$ cat config.mk
export PLATFORM = sky130hd
export DESIGN_NAME = cdbt_core_debug
export DESIGN_NICKNAME = d
export VERILOG_FILES = /design/src/verilog/cdbt_pkg.sv /design/src/verilog/cdbt_stream_if.sv /design/src/verilog/cdbt_match.sv /design/src/verilog/cdbt_fifo.sv /design/src/verilog/cdbt_core_debug.sv
export VERILOG_INCLUDE_DIRS = /design/src /design/src/verilog
export SDC_FILE = /design/constraint.sdc
export NUM_CORES = 2
export LEC_CHECK = 0
export CELL_PAD_IN_SITES_DETAIL_PLACEMENT = 1
export CELL_PAD_IN_SITES_GLOBAL_PLACEMENT = 2
export CORE_ASPECT_RATIO = 2
export CORE_MARGIN = 1
export CORE_UTILIZATION = 41
export CTS_CLUSTER_SIZE = 40
export DETAILED_ROUTE_END_ITERATION = 16
export DONT_BUFFER_PORTS = 1
export GPL_TIMING_DRIVEN = 1
export HOLD_SLACK_MARGIN = 0.05
export PLACE_DENSITY = 0.75
export SYNTH_ARGS = -nofsm -noshare
export SYNTH_HDL_FRONTEND = slang
export SYNTH_SLANG_ARGS = --single-unit
$ cat constraint.sdc
create_clock -name mclk -period 2.55 [get_ports mclk]
set_input_delay 0.255 -clock mclk [delete_from_list [all_inputs] [get_ports mclk]]
set_output_delay 0.255 -clock mclk [all_outputs]
set_load 0.05 [all_outputs]
$ cat src/verilog/cdbt_regs.svh
// Offsets, field positions, reset values and counts of the debug block.
`ifndef CDBT_REGS_SVH
`define CDBT_REGS_SVH
// =====================================================================
// Register indices
`define CDBT_IDX_ADDR      4'h0
`define CDBT_IDX_ADDR_MASK 4'h1
`define CDBT_IDX_DATA      4'h2
`define CDBT_IDX_DATA_MASK 4'h3
`define CDBT_IDX_PC0       4'h4
`define CDBT_IDX_PC_MASK   4'h8
`define CDBT_IDX_CTRL      4'h9
`define CDBT_IDX_STATUS    4'ha
`define CDBT_IDX_CRIT      4'hb
`define CDBT_NUM_BP        9
// =====================================================================
// Trigger control fields
`define CDBT_CTRL_L1_LSB   0
`define CDBT_CTRL_L2_LSB   3
`define CDBT_CTRL_TWO_LVL  6
`define CDBT_CTRL_RESP_IRQ 7
`define CDBT_CTRL_ARM      8
`define CDBT_CTRL_RST      32'h0000_0000
`define CDBT_CRIT_RST      3'h7
// =====================================================================
// Serial frame and trace codes
`define CDBT_FRAME_BITS    6'h25
`define CDBT_FRAME_LAST    6'h24
`define CDBT_PST_HALT      4'hf
`define CDBT_PST_DATA      4'h8
`define CDBT_PST_IDLE      4'h0
`define CDBT_NIB_LAST      3'h7
`endif

$ cat src/verilog/cdbt_pkg.sv
// Types shared by the debug block modules.
package cdbt_pkg;
  typedef enum logic [1:0] {
    CDBT_IDLE = 2'b00,
    CDBT_LVL1 = 2'b01,
    CDBT_LVL2 = 2'b10,
    CDBT_DONE = 2'b11
  } cdbt_trig_t;
  typedef logic [31:0] cdbt_word_t;
  typedef logic [3:0]  cdbt_idx_t;
endpackage

$ cat src/verilog/cdbt_stream_if.sv
// Valid/ready word stream used between the debug block modules.
`timescale 1ns/1ps
interface cdbt_stream_if #(parameter int W = 32);
  logic         valid;
  logic         ready;
  logic [W-1:0] data;
  modport src (output valid, output data, input ready);
  modport snk (input valid, input data, output ready);
endinterface // cdbt_stream_if

$ cat src/verilog/cdbt_match.sv
// Masked comparator: a set mask bit excludes that bit from the match.
`timescale 1ns/1ps
module cdbt_match (
  input  wire logic [31:0] value,
  input  wire logic [31:0] ref_val,
  input  wire logic [31:0] mask,
  output logic             hit
);
  assign hit = (((value ^ ref_val) & ~mask) == 32'h0000_0000);
endmodule // cdbt_match

$ cat src/verilog/cdbt_fifo.sv
// Flip-flop FIFO with valid/ready on both sides.
`timescale 1ns/1ps
module cdbt_fifo #(
  parameter int W = 32,
  parameter int D = 16
) (
  input  wire logic   mclk,
  input  wire logic   arst_n,
  cdbt_stream_if.snk  in_s,
  cdbt_stream_if.src  out_s
);
  localparam int AW = $clog2(D);
  logic [W-1:0] mem_q [0:D-1];
  logic [AW:0]  wr_q;
  logic [AW:0]  rd_q;
  wire          full  = (wr_q[AW] != rd_q[AW]) &&
                        (wr_q[AW-1:0] == rd_q[AW-1:0]);
  wire          empty = (wr_q == rd_q);
  wire          push  = in_s.valid && !full;
  wire          pop   = out_s.ready && !empty;

  assign in_s.ready  = !full;
  assign out_s.valid = !empty;
  assign out_s.data  = mem_q[rd_q[AW-1:0]];

  always_ff @(posedge mclk or negedge arst_n) begin
    if (!arst_n) begin
      wr_q <= '0;
      rd_q <= '0;
    end else begin
      if (push) wr_q <= wr_q + 1'b1;
      if (pop)  rd_q <= rd_q + 1'b1;
    end
  end

  // Storage has no reset; only the pointers decide what is valid.
  always_ff @(posedge mclk) begin
    if (push) mem_q[wr_q[AW-1:0]] <= in_s.data;
  end
endmodule // cdbt_fifo

$ cat src/verilog/cdbt_core_debug.sv
// Core debug unit: breakpoints, triggers, serial access and trace port.
// Notes on behaviour
// - Nine 32-bit breakpoint registers, four PC values.
// - Registers reachable by serial tool and supervisor.
// - Address, data, PC matches form one/two-level triggers.
// - Trigger halts core or raises debug interrupt.
// - Critical interrupts still serviced during debug interrupt.
// - Drive status nibble, data nibble and trace clock.
// - All-status output is AND of status bits.
// - Status shows 1111 while the core is halted.
// - Serial channel always present; trace buses optional.
`timescale 1ns/1ps
`include "cdbt_regs.svh"
module cdbt_core_debug #(
  parameter bit FULL_TRACE = 1'b1
) (
  input  wire logic             mclk,
  input  wire logic             arst_n,
  input  wire logic             dbg_serial_in,
  input  wire logic             dbg_serial_clock,
  output logic                  dbg_serial_out,
  input  wire cdbt_pkg::cdbt_word_t cpu_addr,
  input  wire logic             cpu_addr_valid,
  input  wire cdbt_pkg::cdbt_word_t cpu_data,
  input  wire logic             cpu_data_valid,
  input  wire cdbt_pkg::cdbt_word_t cpu_pc,
  input  wire logic             cpu_pc_valid,
  input  wire logic             cpu_supervisor,
  input  wire logic             cpu_reg_wr,
  input  wire logic             cpu_reg_rd,
  input  wire cdbt_pkg::cdbt_idx_t cpu_reg_idx,
  input  wire cdbt_pkg::cdbt_word_t cpu_reg_wdata,
  output cdbt_pkg::cdbt_word_t  cpu_reg_rdata,
  input  wire logic             cpu_halted,
  input  wire logic [3:0]       cpu_status,
  input  wire logic             dbg_irq_active,
  input  wire logic [2:0]       cpu_irq_level,
  output logic                  irq_allow,
  output logic                  halt_req,
  output logic                  dbg_irq_req,
  input  wire logic             trace_valid,
  input  wire cdbt_pkg::cdbt_word_t trace_word,
  output logic                  trace_ready,
  output logic [3:0]            proc_status_bus,
  output logic [3:0]            trace_data_bus,
  output logic                  trace_clock_out,
  output logic                  all_status_high
);
  import cdbt_pkg::*;

  // ===================================================================
  // Serial link input synchronisers and edge detection
  logic [1:0] sclk_sync_q;
  logic [1:0] sin_sync_q;
  logic       sclk_prev_q;

  always_ff @(posedge mclk or negedge arst_n) begin
    if (!arst_n) begin
      // The tool parks its clock high between frames; resetting to that
      // level keeps a false rising edge from shifting a stray bit.
      sclk_sync_q <= 2'b11;
      sin_sync_q  <= 2'b00;
      sclk_prev_q <= 1'b1;
    end else begin
      sclk_sync_q <= {sclk_sync_q[0], dbg_serial_clock};
      sin_sync_q  <= {sin_sync_q[0], dbg_serial_in};
      sclk_prev_q <= sclk_sync_q[1];
    end
  end

  wire sclk_rise = sclk_sync_q[1] && !sclk_prev_q;
  wire sclk_fall = !sclk_sync_q[1] && sclk_prev_q;

  // ===================================================================
  // Serial frame: write flag, index, 32 data bits, MSB first
  logic [35:0] sh_q;
  logic [5:0]  bit_cnt_q;
  logic [31:0] obuf_q;
  logic        sout_q;

  wire [36:0] frame     = {sh_q, sin_sync_q[1]};
  wire        frame_end = sclk_rise && (bit_cnt_q == `CDBT_FRAME_LAST);
  wire        ser_we    = frame_end && frame[36];
  wire [3:0]  ser_idx   = frame[35:32];
  wire [31:0] ser_wdata = frame[31:0];

  always_ff @(posedge mclk or negedge arst_n) begin
    if (!arst_n) begin
      sh_q      <= '0;
      bit_cnt_q <= 6'h00;
    end else if (sclk_rise) begin
      sh_q      <= frame[35:0];
      bit_cnt_q <= frame_end ? 6'h00 : bit_cnt_q + 6'h01;
    end
  end

  // ===================================================================
  // Breakpoint and control registers
  cdbt_word_t bp_q [0:`CDBT_NUM_BP-1];
  cdbt_word_t ctrl_q;
  logic [2:0] crit_q;
  logic       fired_q;
  cdbt_trig_t st_q;
  cdbt_trig_t st_d;

  // The serial tool wins a same-cycle collision; the core write is lost.
  wire        cpu_we   = cpu_reg_wr && cpu_supervisor && !ser_we;
  wire        any_we   = ser_we || cpu_we;
  wire [3:0]  w_idx    = ser_we ? ser_idx : cpu_reg_idx;
  wire [31:0] w_data   = ser_we ? ser_wdata : cpu_reg_wdata;
  wire        ctrl_we  = any_we && (w_idx == `CDBT_IDX_CTRL);

  function automatic cdbt_word_t rd_val(input cdbt_idx_t idx);
    cdbt_word_t v;
    v = 32'h0000_0000;
    if (idx < `CDBT_IDX_CTRL)
      v = bp_q[idx];
    else if (idx == `CDBT_IDX_CTRL)
      v = ctrl_q;
    else if (idx == `CDBT_IDX_STATUS)
      v = {29'h0, fired_q, st_q};
    else if (idx == `CDBT_IDX_CRIT)
      v = {29'h0, crit_q};
    return v;
  endfunction

  always_ff @(posedge mclk or negedge arst_n) begin
    if (!arst_n) begin
      for (int i = 0; i < `CDBT_NUM_BP; i++) begin
        bp_q[i] <= 32'h0000_0000;
      end
      ctrl_q <= `CDBT_CTRL_RST;
      crit_q <= `CDBT_CRIT_RST;
    end else if (any_we) begin
      if (w_idx < `CDBT_IDX_CTRL) bp_q[w_idx] <= w_data;
      if (ctrl_we) ctrl_q <= w_data;
      if (w_idx == `CDBT_IDX_CRIT) crit_q <= w_data[2:0];
    end
  end

  // Read data for the tool is loaded at frame end and shifted out
  // on the falling edges of the next frame.
  always_ff @(posedge mclk or negedge arst_n) begin
    if (!arst_n) begin
      obuf_q        <= 32'h0000_0000;
      sout_q        <= 1'b0;
      cpu_reg_rdata <= 32'h0000_0000;
    end else begin
      if (frame_end && !frame[36])
        obuf_q <= rd_val(ser_idx);
      else if (sclk_fall) begin
        sout_q <= obuf_q[31];
        obuf_q <= {obuf_q[30:0], 1'b0};
      end
      if (cpu_reg_rd && cpu_supervisor)
        cpu_reg_rdata <= rd_val(cpu_reg_idx);
    end
  end

  assign dbg_serial_out = sout_q;

  // ===================================================================
  // Comparators
  logic       addr_hit;
  logic       data_hit;
  logic [3:0] pc_hits;

  cdbt_match u_addr (
    .value   (cpu_addr),
    .ref_val (bp_q[`CDBT_IDX_ADDR]),
    .mask    (bp_q[`CDBT_IDX_ADDR_MASK]),
    .hit     (addr_hit)
  );
  cdbt_match u_data (
    .value   (cpu_data),
    .ref_val (bp_q[`CDBT_IDX_DATA]),
    .mask    (bp_q[`CDBT_IDX_DATA_MASK]),
    .hit     (data_hit)
  );
  for (genvar g = 0; g < 4; g++) begin : g_pc
    cdbt_match u_pc (
      .value   (cpu_pc),
      .ref_val (bp_q[`CDBT_IDX_PC0 + g]),
      .mask    (bp_q[`CDBT_IDX_PC_MASK]),
      .hit     (pc_hits[g])
    );
  end

  wire [2:0] hits = {cpu_pc_valid && (pc_hits != 4'h0),
                     cpu_data_valid && data_hit,
                     cpu_addr_valid && addr_hit};
  wire [2:0] l1_en = ctrl_q[`CDBT_CTRL_L1_LSB +: 3];
  wire [2:0] l2_en = ctrl_q[`CDBT_CTRL_L2_LSB +: 3];
  // Every enabled condition must hold; no enables means no trigger.
  wire l1_hit = (l1_en != 3'h0) && ((hits & l1_en) == l1_en);
  wire l2_hit = (l2_en != 3'h0) && ((hits & l2_en) == l2_en);
  wire two_lvl  = ctrl_q[`CDBT_CTRL_TWO_LVL];
  wire resp_irq = ctrl_q[`CDBT_CTRL_RESP_IRQ];

  // ===================================================================
  // Trigger sequencer
  logic fire;

  always_comb begin
    st_d = st_q;
    fire = 1'b0;
    case (st_q)
      CDBT_IDLE: st_d = CDBT_IDLE;
      CDBT_LVL1: begin
        if (l1_hit) begin
          st_d = two_lvl ? CDBT_LVL2 : CDBT_DONE;
          fire = !two_lvl;
        end
      end
      CDBT_LVL2: begin
        if (l2_hit) begin
          st_d = CDBT_DONE;
          fire = 1'b1;
        end
      end
      CDBT_DONE: st_d = CDBT_DONE;
      default:   st_d = CDBT_IDLE;
    endcase
  end

  // A control write re-arms or disarms; a fire in the same cycle still
  // leaves the fired flag set.
  always_ff @(posedge mclk or negedge arst_n) begin
    if (!arst_n) begin
      st_q        <= CDBT_IDLE;
      fired_q     <= 1'b0;
      halt_req    <= 1'b0;
      dbg_irq_req <= 1'b0;
    end else begin
      if (ctrl_we)
        st_q <= w_data[`CDBT_CTRL_ARM] ? CDBT_LVL1 : CDBT_IDLE;
      else
        st_q <= st_d;
      fired_q     <= fire || (fired_q && !ctrl_we);
      halt_req    <= fire && !resp_irq;
      dbg_irq_req <= fire && resp_irq;
    end
  end

  // Levels at or above the critical level still reach the core.
  assign irq_allow = !dbg_irq_active || (cpu_irq_level >= crit_q);

  // ===================================================================
  // Trace path: captured words pass a FIFO and leave a nibble per beat
  cdbt_stream_if #(.W(32)) tin_s ();
  cdbt_stream_if #(.W(32)) tout_s ();

  cdbt_fifo #(.W(32), .D(16)) u_fifo (
    .mclk   (mclk),
    .arst_n (arst_n),
    .in_s   (tin_s),
    .out_s  (tout_s)
  );

  assign tin_s.valid = trace_valid;
  assign tin_s.data  = trace_word;
  // The core must hold a capture while this is low.
  assign trace_ready = tin_s.ready;

  logic        tclk_q;
  logic        busy_q;
  logic [2:0]  nib_q;
  logic [31:0] word_q;
  logic [3:0]  pst_q;
  logic [3:0]  ddat_q;

  // Trace beats run at half the clock; a beat ends where tclk falls.
  wire tick = tclk_q;
  assign tout_s.ready = tick && !busy_q;
  wire [3:0] pst_run = (cpu_status == `CDBT_PST_HALT) ? `CDBT_PST_IDLE
                                                      : cpu_status;

  always_ff @(posedge mclk or negedge arst_n) begin
    if (!arst_n) begin
      tclk_q <= 1'b0;
      busy_q <= 1'b0;
      nib_q  <= 3'h0;
      word_q <= 32'h0000_0000;
      pst_q  <= `CDBT_PST_IDLE;
      ddat_q <= 4'h0;
    end else begin
      tclk_q <= !tclk_q;
      if (tick) begin
        if (busy_q) begin
          ddat_q <= word_q[31:28];
          word_q <= {word_q[27:0], 4'h0};
          nib_q  <= nib_q + 3'h1;
          busy_q <= (nib_q != `CDBT_NIB_LAST);
        end else if (tout_s.valid) begin
          word_q <= tout_s.data;
          busy_q <= 1'b1;
          nib_q  <= 3'h0;
        end
        if (cpu_halted)
          pst_q <= `CDBT_PST_HALT;
        else
          pst_q <= busy_q ? `CDBT_PST_DATA : pst_run;
      end else if (cpu_halted) begin
        pst_q <= `CDBT_PST_HALT;
      end
    end
  end

  // Only the all-status pin survives in the small configuration.
  assign proc_status_bus = FULL_TRACE ? pst_q : 4'h0;
  assign trace_data_bus  = FULL_TRACE ? ddat_q : 4'h0;
  assign trace_clock_out = FULL_TRACE ? tclk_q : 1'b0;
  assign all_status_high = &pst_q;
endmodule // cdbt_core_debug

==> qor.yml <==
outcome:
  run_status: "finished, violations left"
  failing_checks: "hold timing, slew limit, setup timing"
timing:
  max-slew-margin-rel: -0.8105
  finalCritPeriodShare: 1.070
  rsz0062_at_grt: "true"
  drv_slew: 434
  max_clock_freq_ghz: 0.3667
  finalWorstPathRequiredPeriod_ns: 2.727
  final_hold_fails: 492
  setup_total_negative_slack_ns: -3.315
  setup_viol: 53
  timing.clock.skew_ns: 0.03259
  hold-worst-slack_ns: -0.7417
  final_critical_path_setup_slack_ns: -0.1772
  worstMarginPinSlew_ns: 2.716
pwr:
  p_int_uw: 34920
  switching_share: 0.3237
  power_density_nw_per_um2: 920.8
  pwr-share-seq: 0.426
  vdd.ir_drop.worst_mv: 0.7566
  combPwrFrac: 0.283
  cellLeakagePower_uw: 0.02126
  power.total_uw: 51640
  p_switching_uw: 16710
  clock_power_share: 0.291
clock_tree:
  cts_buffers: 93
  cts.htree.levels: 3
  cts.reportedPaths.clkPinSlew_ns: 0.07
  cts_root_buffer: "sky130_fd_sc_hd__clkbuf_16"
  cts_hold_buffers: 84
  insertion_delay_ns: 0.72
  cts_sinks: 1007
  clk_path_buf_depth: 3
  tritoncts: "yes"
critical_path:
  endpoint_kind: "flop"
  critical_path.max_stage_delay_ns: 0.45
  setup.worst_path.start_class: "flop"
  path_max_fanout: 3
  crit_required_ns: 3.18
  crit_arrival_ns: 3.36
  timing.critical_path.max_delay_family: "compound AO/OA/AOI/OAI gates"
  timing_worst_setup_path_type: "reg -> reg"
  cp_num_buf_inv: 2
  ff2ff_setup_slack_ns: -0.18
  path_cells: "xnor2_1 -> buf_4 -> o22ai_1 -> nor4_1 -> buf_4 -> nand4_1 -> a221o_1 -> o21ai_4 -> a211oi_2 -> a221oi_2"
  slowest_stage: "sky130_fd_sc_hd__a221o_1"
  cpMostUsedCell: "sky130_fd_sc_hd__buf_4"
yosys:
  synthesis.yosys.warnings: 0
  async_reset_ff_frac: 0.4916
  synth-edff-count: 512
  synthDistinctLibCells: 58
  mappedNetlistNets: 3521
  synthesis.area_per_instance_sq_um: 13.76
  ys_dominant_reg_cell: "sky130_fd_sc_hd__edfxtp_1"
  netlist_instances: 3321
  post_synth_instance_area_sq_um: 45710
  ys_seq_area_frac: 0.6075
  total_of_flip_flops_plus_latches_after_synthesis: 1007
drt:
  detail_route.drc_violations: 0
  vias: 31870
  detail_route.wl_per_cell_um: 35.11
  drt-total-wl_um: 184800
  met2_wirelength_um: 94470
  wl_met3_um: 11560
  detail_route.vias_per_cell: 6.057
  wl_met1_um: 58730
  drt_first_pass_iters: 5
  detailedRoute.firstIterationViolations: 2320
  postRouteAntennaNets: 0
  top_layer_used: "met5"
placed_design:
  placedInstanceArea_sq_um: 50300
  port-buffer-count: 0
  pre_cts_ws_ns: -0.6868
  place.gp.congestion: 1.030
  detailed_place_hpwl_um: 122200
finish:
  area.growth.synth_to_final_pct: 22.69
  layout.nets: 3899
  final_cell_area_sq_um: 56080
  fin_util: 0.5089
  drive_above_1_share: 0.2935
die:
  io_pins: 231
  core_area_sq_um: 110200
  die_area_sq_um: 112900
  die-height_um: 474.2
  die_x_um: 238.1
  fp-row-count: 172
  start_util: 0.4148
run:
  maxCapViolCount: 0
global_route:
  largest_net_degree_at_the_start_of_global_routing: 496
  grt_overflow_total: 0
  grt_pass1_vias: 34210
  grt_use_total: 0.3165
  grt_antenna_before_repair: 20
  grt_pass1_wl_um: 249200
worst_hold_path:
  worstHoldPathType: "in -> async"
[cells in the mapped netlist, drive strengths merged (3+ instances only)]
master | instances | area share
dfrtp | 489 | 0.27
a221o | 5 | 0.0011
a221oi | 33 | 0.0065
xor2 | 8 | 0.0015
edfxtp | 512 | 0.34
a22oi | 29 | 0.0048
ha | 16 | 0.0044
o31ai | 3 | 0.00060
nor3b | 4 | 0.00077
inv | 26 | 0.0021
dfstp | 6 | 0.0034
xnor2 | 199 | 0.038
nor4 | 21 | 0.0029
and2 | 19 | 0.0026
a22o | 3 | 0.00057
mux2i | 130 | 0.028
mux2 | 6 | 0.0015
a31oi | 5 | 0.00068
and3 | 4 | 0.00066
o22ai | 158 | 0.022
nand4 | 13 | 0.0018
nor2 | 148 | 0.012
nand2b | 9 | 0.0012
mux4 | 291 | 0.14
nor2b | 5 | 0.00068
nor3 | 15 | 0.0016
a21oi | 130 | 0.014
o21ai | 338 | 0.037
buf | 69 | 0.0074
nand2 | 425 | 0.035
clkbuf | 182 | 0.015
[path summary, 6_finish.rpt]
kind	end	startpoint	depth (start not counted)
setup / recovery	st_q[0]	bp_q[222]	10
hold / removal	cpu_reg_rdata[30]	arst_n	0
min in group mclk	cpu_reg_rdata[22]	cpu_reg_rd	2
hold reg to reg	sclk_sync_q[1]	sclk_sync_q[0]	0
setup reg to reg	st_q[0]	bp_q[222]	10
max in group asynchronous	sh_q[15]	arst_n	0
[layer usage]
layer	vias to the layer above	track usage
met2	1287	0.5569
met5	-	0
met3	597	0.06778
met4	22	0.2682
li1	13290	-
met1	16680	0.3161
[state kept, by name (all words and copies together), names as in the netlist, 2 cells and up]
| signal | count |
|---|---|
| bit_cnt_q | 6 |
| bp_q | 288 |
| cpu_reg_rdata | 32 |
| crit_q | 3 |
| ctrl_q | 32 |
| nib_q | 3 |
| obuf_q | 32 |
| proc_status_bus | 4 |
| sclk_sync_q | 2 |
| sh_q | 36 |
| sin_sync_q | 2 |
| st_q | 2 |
| trace_data_bus | 4 |
| u_fifo.mem_q | 512 |
| u_fifo.rd_q | 5 |
| u_fifo.wr_q | 5 |
| word_q | 32 |
[placed cells by master (no fill, tap or decap), types with 7 or more instances in the layout]
master and instances:
sky130_fd_sc_hd__buf_4 359, sky130_fd_sc_hd__clkbuf_16 110, sky130_fd_sc_hd__clkbuf_1 11, sky130_fd_sc_hd__nand2_4 30, sky130_fd_sc_hd__a221oi_1 32, sky130_fd_sc_hd__nor3_1 7, sky130_fd_sc_hd__clkinvlp_4 8, sky130_fd_sc_hd__buf_12 51
sky130_fd_sc_hd__xnor2_1 195, sky130_fd_sc_hd__ha_1 14, sky130_fd_sc_hd__clkinv_1 8, sky130_fd_sc_hd__nor2_1 145, sky130_fd_sc_hd__xor2_1 8, sky130_fd_sc_hd__buf_6 16, sky130_fd_sc_hd__dlygate4sd3_1 82, sky130_fd_sc_hd__nand4_1 13
sky130_fd_sc_hd__nand2_1 358, sky130_fd_sc_hd__nor4_1 17, sky130_fd_sc_hd__bufinv_16 13, sky130_fd_sc_hd__nand2_2 35, sky130_fd_sc_hd__o21ai_0 257, sky130_fd_sc_hd__o21ai_2 47, sky130_fd_sc_hd__o22ai_1 146, sky130_fd_sc_hd__a22oi_1 29
sky130_fd_sc_hd__o22ai_2 12, sky130_fd_sc_hd__and2_2 12, sky130_fd_sc_hd__inv_1 23, sky130_fd_sc_hd__clkbuf_8 9, sky130_fd_sc_hd__clkinv_2 18, sky130_fd_sc_hd__buf_16 7, sky130_fd_sc_hd__mux4_2 289, sky130_fd_sc_hd__edfxtp_1 512
sky130_fd_sc_hd__dfrtp_1 481, sky130_fd_sc_hd__o21ai_1 28, sky130_fd_sc_hd__a21oi_1 128, sky130_fd_sc_hd__diode_2 8, sky130_fd_sc_hd__mux2i_1 130
[final cells by class]
class | instances | area, sq um
Fill cell | 10850 | 54110
Sequential cell | 1007 | 27790
Multi-Input combinational cell | 2038 | 17780
Timing Repair Buffer | 533 | 5320
Clock buffer | 116 | 2567
Tap cell | 1479 | 1851
Clock inverter | 55 | 655.6
Inverter | 26 | 97.59
Antenna cell | 8 | 20.02
[what timing repair did]
item | in CTS | in global routing
cloned | 2 | 22
setup endpoints to repair | 201 | 198
endpoints found under the hold margin | 1371 | 495
buffers inserted | 5 | 14
gates resized for setup | 51 | 261
pin swaps | 18 | 52
[kinds of logic after synthesis]
| kind of cell | after synthesis | synth area share |
|---|---|---|
| xor gates and xnor gates | 207 | 0.03966 |
| adders and majority gates | 16 | 0.004380 |
| muxes | 427 | 0.1735 |
| buffers and inverters | 277 | 0.02453 |
| AOI/OAI and AO/OA | 713 | 0.08908 |
| and+or+nand+nor | 674 | 0.06132 |
| DFF | 1007 | 0.6075 |
[power by group through the flow]
stage / clock, uW / combinational [uW] / sequential [uW]
2_1_floorplan: 0 / 8300 / 21400
3_3_place_gp: 0 / 13300 / 22000
3_5_place_dp: 0 / 13700 / 22200
4_1_cts: 15300 / 14200 / 21900
5_1_grt: 15700 / 15400 / 22100
6_report: 15000 / 14600 / 22000
[metrics by stage]
stage,hold WS [ns],std cells
after detailed placement,-0.01436,4957
final,-0.7417,5262
after global placement,-0.01505,4957
after CTS,-0.7860,5218
after floorplan,-0.04059,3321
after global routing,-0.7812,5257
Power figures use the tool's default switching activity.
